==> src/verilog/lcd_pkg.sv <==
package lcd_pkg;

  // register byte addresses (one aligned 32-bit word each)
  localparam int ADDR_W = 8;
  localparam logic [7:0] CTRL_OFS = 8'h00;
  localparam logic [7:0] PHASE_OFS = 8'h04;
  localparam logic [7:0] SEG_BASE = 8'h10;
  localparam logic [7:0] PIX_BASE = 8'h40;
  localparam int WORD_SHIFT = 2;

  // panel geometry
  localparam int NSEG = 33;
  localparam int NCOM = 4;
  localparam int NSEG_REG = 5;
  localparam int PIX_LAST_IDX = 22;
  localparam int PIX_GRP_STRIDE = 6;
  localparam int PIX_GRP_TOP = 4;
  localparam int BYTE_W = 8;

  // clock source encodings
  localparam logic [1:0] CS_INSTR = 2'h0;
  localparam logic [1:0] CS_TIMER1 = 2'h1;

  // postscaler divisors
  localparam int CNT_W = 13;
  localparam int POST_SHORT_DIV = 32;
  localparam int POST_LONG_DIV = 8192;
  localparam int LP_W = 4;

  // bias output encoding
  localparam logic [1:0] BIAS_STATIC = 2'h0;
  localparam logic [1:0] BIAS_HALF = 2'h1;
  localparam logic [1:0] BIAS_THIRD = 2'h2;

  localparam logic [7:0] CTRL_RESET = 8'h00;
  localparam logic [7:0] PHASE_RESET = 8'h00;

  typedef struct packed {
    logic en;
    logic slp_dis;
    logic write_error_flag;
    logic rsv;
    logic [1:0] cs;
    logic [1:0] mux;
  } ctl_t;

  typedef struct packed {
    logic phase_style_select;
    logic bias;
    logic act;
    logic wa;
    logic [LP_W-1:0] lp;
  } ps_t;

  typedef struct packed {
    logic hit;
    logic [1:0] com;
    logic [2:0] grp;
  } pix_sel_t;

  typedef struct packed {
    ctl_t ctl;
    ps_t ps;
    logic [NSEG-1:0] seg;
    logic [NCOM-1:0][NSEG-1:0] pix;
    logic active;
    logic [2:0] rc_sync;
    logic [2:0] t1_sync;
    logic [CNT_W-1:0] post_cnt;
    logic [LP_W-1:0] pre_cnt;
    logic [1:0] com;
    logic phase;
    logic pready;
    logic pslverr;
    logic [31:0] prdata;
    logic [NCOM-1:0] com_out;
    logic [NSEG-1:0] pix_out;
    logic phase_out;
    logic [1:0] bias_out;
  } state_t;

endpackage

==> src/verilog/lcd_ctrl.sv <==
// Local design decisions: the APB slave port and the register addresses.
`timescale 1ns/1ns
// Summary of operation
// - top control bit enables whole driver
// - sleep-disable bit stops driver during sleep
// - pixel write while blocked sets sticky error
// - clock source: RC, timer1 or instruction
// - commons select: static, 1/2, 1/3, 1/4
// - type-B phase flips per frame, A within
// - bias bit picks 1/2 or 1/3 bias with 1/2 or 1/3 commons; 1/4 commons forces 1/3 bias
// - read-only active status mirrors running driver
// - read-only write-allow status for pixel writes
// - frame prescaler divides baseline by k+1
// - segment enable bit makes pin segment driver
// - five enable registers, eight segments each in the first four, segment 32 alone in the fifth
// - pixel bit one is dark, zero clear
// - pixel registers grouped by common, gaps absent
// - segment 32 pixel registers hold bit 0
// - postscaler divides by 32 or 8192
// - commons select sets ring counter length
// - unused control bit 4 reads zero
// - instruction clock uses 8192, others 32
module lcd_ctrl #(
  parameter int unsigned POST_LONG = lcd_pkg::POST_LONG_DIV
) (
  input wire logic MCLK,
  input wire logic RST_B,
  input wire logic CE,
  input wire logic PSEL,
  input wire logic PENABLE,
  input wire logic PWRITE,
  input wire logic [lcd_pkg::ADDR_W-1:0] PADDR,
  input wire logic [31:0] PWDATA,
  output logic [31:0] PRDATA,
  output logic PREADY,
  output logic PSLVERR,
  input wire logic RC_CLK_IN,
  input wire logic T1_CLK_IN,
  input wire logic SLEEP,
  output logic [lcd_pkg::NSEG-1:0] SEG_EN,
  output logic [lcd_pkg::NSEG-1:0] PIX_OUT,
  output logic [lcd_pkg::NCOM-1:0] COM_OUT,
  output logic PHASE_OUT,
  output logic [1:0] BIAS_OUT,
  output logic ACTIVE_OUT
);

  if (POST_LONG < lcd_pkg::POST_SHORT_DIV ||
      POST_LONG > (1 << lcd_pkg::CNT_W)) begin : g_bad_post
    $error("POST_LONG out of range for postscaler counter");
  end

  function automatic lcd_pkg::pix_sel_t pix_dec(
    input logic [lcd_pkg::ADDR_W-1:0] a);
    lcd_pkg::pix_sel_t r;
    int idx;
    int g;
    r = '0;
    idx = (int'(a) - int'(lcd_pkg::PIX_BASE)) >>> lcd_pkg::WORD_SHIFT;
    g = idx % lcd_pkg::PIX_GRP_STRIDE;
    // indices 5, 11 and 17 fall on g == 5 and are left unmapped
    if (a >= lcd_pkg::PIX_BASE && a[1:0] == 2'h0 &&
        idx <= lcd_pkg::PIX_LAST_IDX && g <= lcd_pkg::PIX_GRP_TOP) begin
      r.hit = 1'b1;
      r.com = 2'(idx / lcd_pkg::PIX_GRP_STRIDE);
      r.grp = 3'(g);
    end
    return r;
  endfunction

  function automatic logic [7:0] pix_byte(
    input logic [lcd_pkg::NSEG-1:0] row, input logic [2:0] g);
    logic [7:0] b;
    b = 8'h00;
    if (g == 3'(lcd_pkg::PIX_GRP_TOP)) begin
      b[0] = row[lcd_pkg::NSEG-1];
    end else begin
      b = row[g*lcd_pkg::BYTE_W +: lcd_pkg::BYTE_W];
    end
    return b;
  endfunction

  lcd_pkg::state_t s_q;
  lcd_pkg::state_t s_d;

  logic access;
  logic wr_acc;
  logic write_ok;
  logic src_tick;
  logic base_tick;
  logic frame_tick;
  logic [lcd_pkg::CNT_W-1:0] post_max;
  lcd_pkg::pix_sel_t rsel;
  lcd_pkg::pix_sel_t wsel;
  lcd_pkg::ctl_t wctl;
  lcd_pkg::ps_t wps;
  logic [7:0] rbyte;
  logic rhit;
  int unsigned seg_k;

  always_comb begin
    s_d = s_q;
    rbyte = 8'h00;
    rhit = 1'b0;
    seg_k = 0;
    wctl = lcd_pkg::ctl_t'(PWDATA[7:0]);
    wps = lcd_pkg::ps_t'(PWDATA[7:0]);

    // two-flop synchronisers, third flop only for edge detect
    s_d.rc_sync = {s_q.rc_sync[1:0], RC_CLK_IN};
    s_d.t1_sync = {s_q.t1_sync[1:0], T1_CLK_IN};

    // write window closes during the last common of a type-B frame
    write_ok = !(s_q.active && s_q.ps.phase_style_select &&
                 s_q.com == s_q.ctl.mux);

    // clock source and postscaler
    unique case (s_q.ctl.cs)
      lcd_pkg::CS_INSTR: src_tick = 1'b1;
      lcd_pkg::CS_TIMER1: src_tick = s_q.t1_sync[1] && !s_q.t1_sync[2];
      default: src_tick = s_q.rc_sync[1] && !s_q.rc_sync[2];
    endcase
    post_max = (s_q.ctl.cs == lcd_pkg::CS_INSTR) ?
               lcd_pkg::CNT_W'(POST_LONG - 1) :
               lcd_pkg::CNT_W'(lcd_pkg::POST_SHORT_DIV - 1);
    // >= so a lowered end point cannot strand a counter above it
    base_tick = s_q.active && src_tick &&
                s_q.post_cnt >= post_max;
    frame_tick = base_tick && s_q.pre_cnt >= s_q.ps.lp;

    // run state: enabled and not stopped by sleep
    s_d.active = s_q.ctl.en &&
                 !(SLEEP && s_q.ctl.slp_dis);

    if (!s_q.active) begin
      s_d.post_cnt = '0;
      s_d.pre_cnt = '0;
      s_d.com = 2'h0;
      s_d.phase = 1'b0;
    end else begin
      if (src_tick) begin
        s_d.post_cnt = base_tick ? '0 : s_q.post_cnt + 1'b1;
      end
      if (base_tick) begin
        s_d.pre_cnt = frame_tick ? '0 : s_q.pre_cnt + 1'b1;
      end
      if (frame_tick) begin
        if (s_q.ps.phase_style_select) begin
          // type B: one common per tick, phase flips at frame end
          if (s_q.com == s_q.ctl.mux) begin
            s_d.com = 2'h0;
            s_d.phase = !s_q.phase;
          end else begin
            s_d.com = s_q.com + 2'h1;
          end
        end else begin
          // type A: both phases inside each common period
          s_d.phase = !s_q.phase;
          if (s_q.phase) begin
            s_d.com = (s_q.com == s_q.ctl.mux) ? 2'h0 :
                      s_q.com + 2'h1;
          end
        end
      end
      // a smaller commons select must not leave the ring above it
      if (s_q.com > s_q.ctl.mux) begin
        s_d.com = 2'h0;
      end
    end

    // panel-facing outputs
    s_d.com_out = '0;
    s_d.pix_out = '0;
    if (s_q.active) begin
      s_d.com_out[s_q.com] = 1'b1;
      s_d.pix_out = s_q.pix[s_q.com] & s_q.seg;
    end
    s_d.phase_out = s_q.active && s_q.phase;
    if (s_q.ctl.mux == 2'h0) begin
      s_d.bias_out = lcd_pkg::BIAS_STATIC;
    end else if (s_q.ctl.mux != 2'h3 && s_q.ps.bias) begin
      s_d.bias_out = lcd_pkg::BIAS_HALF;
    end else begin
      s_d.bias_out = lcd_pkg::BIAS_THIRD;
    end

    // apb: one wait state, data and error registered for the answer
    access = PSEL && PENABLE;
    wr_acc = access && s_q.pready && PWRITE;
    rsel = pix_dec(PADDR);
    wsel = rsel;
    if (PADDR == lcd_pkg::CTRL_OFS) begin
      rhit = 1'b1;
      rbyte = s_q.ctl;
      rbyte[4] = 1'b0;
    end else if (PADDR == lcd_pkg::PHASE_OFS) begin
      rhit = 1'b1;
      rbyte = {s_q.ps.phase_style_select, s_q.ps.bias, s_q.active, write_ok,
               s_q.ps.lp};
    end else if (PADDR >= lcd_pkg::SEG_BASE && PADDR[1:0] == 2'h0 &&
                 ((PADDR - lcd_pkg::SEG_BASE) >> lcd_pkg::WORD_SHIFT) <
                 lcd_pkg::ADDR_W'(lcd_pkg::NSEG_REG)) begin
      rhit = 1'b1;
      seg_k = 32'((PADDR - lcd_pkg::SEG_BASE) >> lcd_pkg::WORD_SHIFT);
      rbyte = pix_byte(s_q.seg, 3'(seg_k));
    end else if (rsel.hit) begin
      rhit = 1'b1;
      rbyte = pix_byte(s_q.pix[rsel.com], rsel.grp);
    end

    s_d.pready = access && !s_q.pready;
    if (access && !s_q.pready) begin
      s_d.prdata = {24'h000000, rbyte};
      s_d.pslverr = !rhit;
    end else begin
      s_d.prdata = '0;
      s_d.pslverr = 1'b0;
    end

    if (wr_acc && rhit) begin
      if (PADDR == lcd_pkg::CTRL_OFS) begin
        s_d.ctl.en = wctl.en;
        s_d.ctl.slp_dis = wctl.slp_dis;
        s_d.ctl.cs = wctl.cs;
        s_d.ctl.mux = wctl.mux;
        if (!wctl.write_error_flag) begin
          s_d.ctl.write_error_flag = 1'b0;
        end
      end else if (PADDR == lcd_pkg::PHASE_OFS) begin
        s_d.ps.phase_style_select = wps.phase_style_select;
        s_d.ps.bias = wps.bias;
        s_d.ps.lp = wps.lp;
      end else if (wsel.hit) begin
        if (write_ok) begin
          if (wsel.grp == 3'(lcd_pkg::PIX_GRP_TOP)) begin
            s_d.pix[wsel.com][lcd_pkg::NSEG-1] = PWDATA[0];
          end else begin
            s_d.pix[wsel.com][wsel.grp*lcd_pkg::BYTE_W +: lcd_pkg::BYTE_W]
              = PWDATA[7:0];
          end
        end
        // blocked writes change nothing but the error flag
      end else if (seg_k == lcd_pkg::NSEG_REG - 1) begin
        s_d.seg[lcd_pkg::NSEG-1] = PWDATA[0];
      end else begin
        s_d.seg[seg_k*lcd_pkg::BYTE_W +: lcd_pkg::BYTE_W]
          = PWDATA[7:0];
      end
    end
    // set wins over a clear in the same cycle
    if (wr_acc && wsel.hit && !write_ok) begin
      s_d.ctl.write_error_flag = 1'b1;
    end
    s_d.ctl.rsv = 1'b0;
    s_d.ps.act = 1'b0;
    s_d.ps.wa = 1'b0;
  end

  always_ff @(posedge MCLK) begin
    if (!RST_B) begin
      s_q <= '0;
    end else if (CE) begin
      s_q <= s_d;
    end
  end

  assign PRDATA = s_q.prdata;
  assign PREADY = s_q.pready;
  assign PSLVERR = s_q.pslverr;
  assign SEG_EN = s_q.seg;
  assign PIX_OUT = s_q.pix_out;
  assign COM_OUT = s_q.com_out;
  assign PHASE_OUT = s_q.phase_out;
  assign BIAS_OUT = s_q.bias_out;
  assign ACTIVE_OUT = s_q.active;
endmodule

==> config.mk <==
export PLATFORM = sky130hd
export DESIGN_NAME = lcd_ctrl
export DESIGN_NICKNAME = d
export VERILOG_FILES = /design/src/verilog/lcd_pkg.sv /design/src/verilog/lcd_ctrl.sv
export SDC_FILE = /design/constraint.sdc
export NUM_CORES = 1
export LEC_CHECK = 0
export BUFFER_PORTS_ARGS = -buffer_cell sky130_fd_sc_hd__buf_2
export CAP_MARGIN = 20
export CORE_UTILIZATION = 65
export CTS_BUF_LIST = sky130_fd_sc_hd__clkbuf_8
export DETAILED_ROUTE_END_ITERATION = 10
export GPL_TIMING_DRIVEN = 0
export HOLD_SLACK_MARGIN = 0.08
export PLACE_DENSITY_LB_ADDON = 0.3
export SLEW_MARGIN = 20
export SYNTH_ARGS = -nofsm -noshare
export SYNTH_HDL_FRONTEND = slang
export SYNTH_SLANG_ARGS = --single-unit
==> constraint.sdc <==
create_clock -name MCLK -period 19.9 [get_ports MCLK]
set_input_delay 4.975 -clock MCLK [delete_from_list [all_inputs] [get_ports MCLK]]
set_output_delay 4.975 -clock MCLK [all_outputs]
set_load 0.01 [all_outputs]
==> out/metrics.csv <==
metric,value,unit
status,"complete, no violations",
Rel. slew slack,22.81,%
most frequent cells in the layout,"dfxtp_1 (255), nor2b_1 (206), mux2i_1 (172)",
Final WS setup,6.813,ns
Leak Pwr,0.007212,uW
CP arrival,13.57,ns
gp weighted congestion,1.043,
Post-Syn Area per Cell,9.188,um2
Place WS,6.642,ns
Vias,14260,
hold path start,PIX_OUT[30],
Final #Nets,1976,
async set-reset flop share out of synthesis,0,%
minimum clock period after layout,13.09,ns
die width,157.1,um
"Hold Vio Cnt, Final",0,
Startpoint Class,input port,
RR Endpoint,s_q[220],
Worst Tran Pin Value,1.152,ns
Pwr Total,1198,uW
Hold Crit Depth,2,
first-pass GRT wire length,79650,um
total gr overflow,0,
CTS H-tree depth,2,
Final Cycle Share,65.76,%
Worst path max stage delay,0.89,ns
unrepaired setup endpoints after global routing,no,
final core occ,74.50,%
ys flop type,dfxtp_1,
vias in the first global route,13410,
DR pass1 iterations,6,
sequential area share after synthesis,32.65,%
synth warn,0,
post-route clock skew,0.02398,ns
"Top cell by count, worst path",ha_1,
post-route ant nets,0,
Post-CTS Repair Setup Buffers,0,
Worst Hold End,PIX_OUT[30],
# DRC,0,
Port Buffers,108,
cells on worst reg2reg path,11,
CTS-repair resized insts,0,
MaxCap Viol Count,0,
Die ar.,24680,um2
Slowest cell on crit path,nor4_2,
Pwr per Cell Area,68.31,nW/um2
Reg2Reg Setup Slack,14.19,ns
CTS clock-pin slew for the worst setup and hold paths,0.06,ns
number of I/O pins,157,
crit path capture type,flip-flop,
gr usage total,43.71,%
Crit Path Max Fanout,10,
HP Class,flip-flop to flip-flop,
Vias/cell,6.408,
initial antenna violation count,5,
clock root buffer,clkbuf_8,
# rows,56,
Worst-Skew Late Latency,0.57,ns
Yosys cell types,90,
"most common cell after layout, fill and taps aside",dfxtp_1,
Crit Path Class,input port to flip-flop,
Yosys reg bits,255,
WL/cell,24.31,um
Max Clock Freq,76.41,MHz
"area leader, netlist",dfxtp_1,
largest cells by area after synthesis,"dfxtp_1 (33%), mux2i_1 (11%), nor2b_1 (8.2%), mux4_2 (5.9%), buf_4 (5.0%)",
setup TNS,0,ns
initial drt markers,1419,
Final setup viols,0,
largest net degree at the start of global routing,12,
TritonCTS clock tree,done,
worst vdd ir,0.05655,mV
Post-Syn Area,15640,um2
core area,23540,um2
Synth-to-Final Area Change,12.15,%
Critical Path RT,20.38,ns
final wirelength,54120,um
Num CTS Buffers,43,
Die H,157.1,um
dpl hpwl,39690,um
Clock Sinks,255,
initial core utilization,66.42,%
layout cell share with drive strength beyond 1,20.15,%
CTS Buffer Depth,3,
Reg2Reg Launch Point,s_q[75],
final slew viol count,0,
hold buffer count at cts,0,
Synth top area share,32.65,%
number of synthesized flops with an enable pin,0,
Post-Syn Instances,1702,
## worst max path at each step
stage	from	end	cells past startpoint
global route	PADDR[2]	s_q[134]	30
CTS	PADDR[2]	s_q[136]	30
floorplan	PADDR[2]	s_q[232]	28
detailed placement	PADDR[2]	s_q[140]	30
finish	PADDR[2]	PRDATA[6]	30
global placement	PADDR[2]	PRDATA[3]	28
## cells in the mapped netlist, drive strengths merged (10+ instances only)
library cell and number:
dfxtp 255, a21oi 33, clkbuf 82, o21a 12, ha 49, buf 129, mux2i 173, nor3b 19
o21ai 42, nand2b 11, nand3 44, nor4 10, xor2 12, o211ai 15, nand2 134, nor2b 206
and2 35, nor2 85, a221oi 10, and3 14, a32oi 32, o22ai 16, nor3 19, inv 40
o221ai 11, a31oi 17, nand4 21, mux4 41, a21boi 21, xnor2 18
## metrics by stage
stage / cells / instance area (um2) / hold WS [ns]
finish: 2226 / 17540 / 0.4747
global route: 2225 / 17540 / 0.4907
CTS: 2225 / 17540 / 0.4743
detailed placement: 2152 / 16670 / 0.4670
global placement: 2152 / 16660 / 0.4581
floorplan: 1725 / 15720 / 0.4448
## where the power goes
group / internal, uW / switching, uW
Combinational: 60.4 / 144
Sequential: 511 / 0.588
Clock: 260 / 222
## kinds of logic after synthesis
kind of cell	Yosys count	share of synthesized area (%)
AOI/OAI and AO/OA	271	13.01
xor gates and xnor gates	30	1.824
adders and majority gates	51	4.049
buffers and inverters	251	8.833
DFF	255	32.65
muxes	220	17.54
other	1	0.02398
and+or+nand+nor	623	22.08
## worst max-delay path, delay by kind of cell
kind	cells	cell delay, ns
xor gates and xnor gates	1	0.14
AOI/OAI and AO/OA	7	1.57
adders and majority gates	4	1.16
buffers and inverters	8	2.77
and+or+nand+nor	9	2.53
muxes	1	0.41
## metal layers
layer	global-route usage, %	wire (um)	vias up
li1	-	-	6302
met1	55.07	20300	6706
met2	66.69	23620	995
met3	11.29	6576	251
met4	27.69	3502	10
met5	0	117	-
## flip-flops by register name, summed over array words and instances, names as in the netlist
| name | count |
|---|---|
| SEG_EN | 33 |
| PIX_OUT | 33 |
| s_q | 167 |
| PSLVERR | 1 |
| PHASE_OUT | 1 |
| ACTIVE_OUT | 1 |
| PRDATA | 8 |
| PREADY | 1 |
| COM_OUT | 4 |
| BIAS_OUT | 2 |
| s_d | 4 |
## cell type report
cell class	instances	area, um2
multi-input cells	1219	9244
fillers	1818	6005
flip-flops and latches	255	5105
plain buffers	211	1231
clock buffers	55	757.0
repair buffers	108	540.5
well taps	319	399.1
inverters	40	150.1
clock inverters	18	108.9
diodes	1	2.502
No activity file was read; power rests on OpenSTA's default activity.
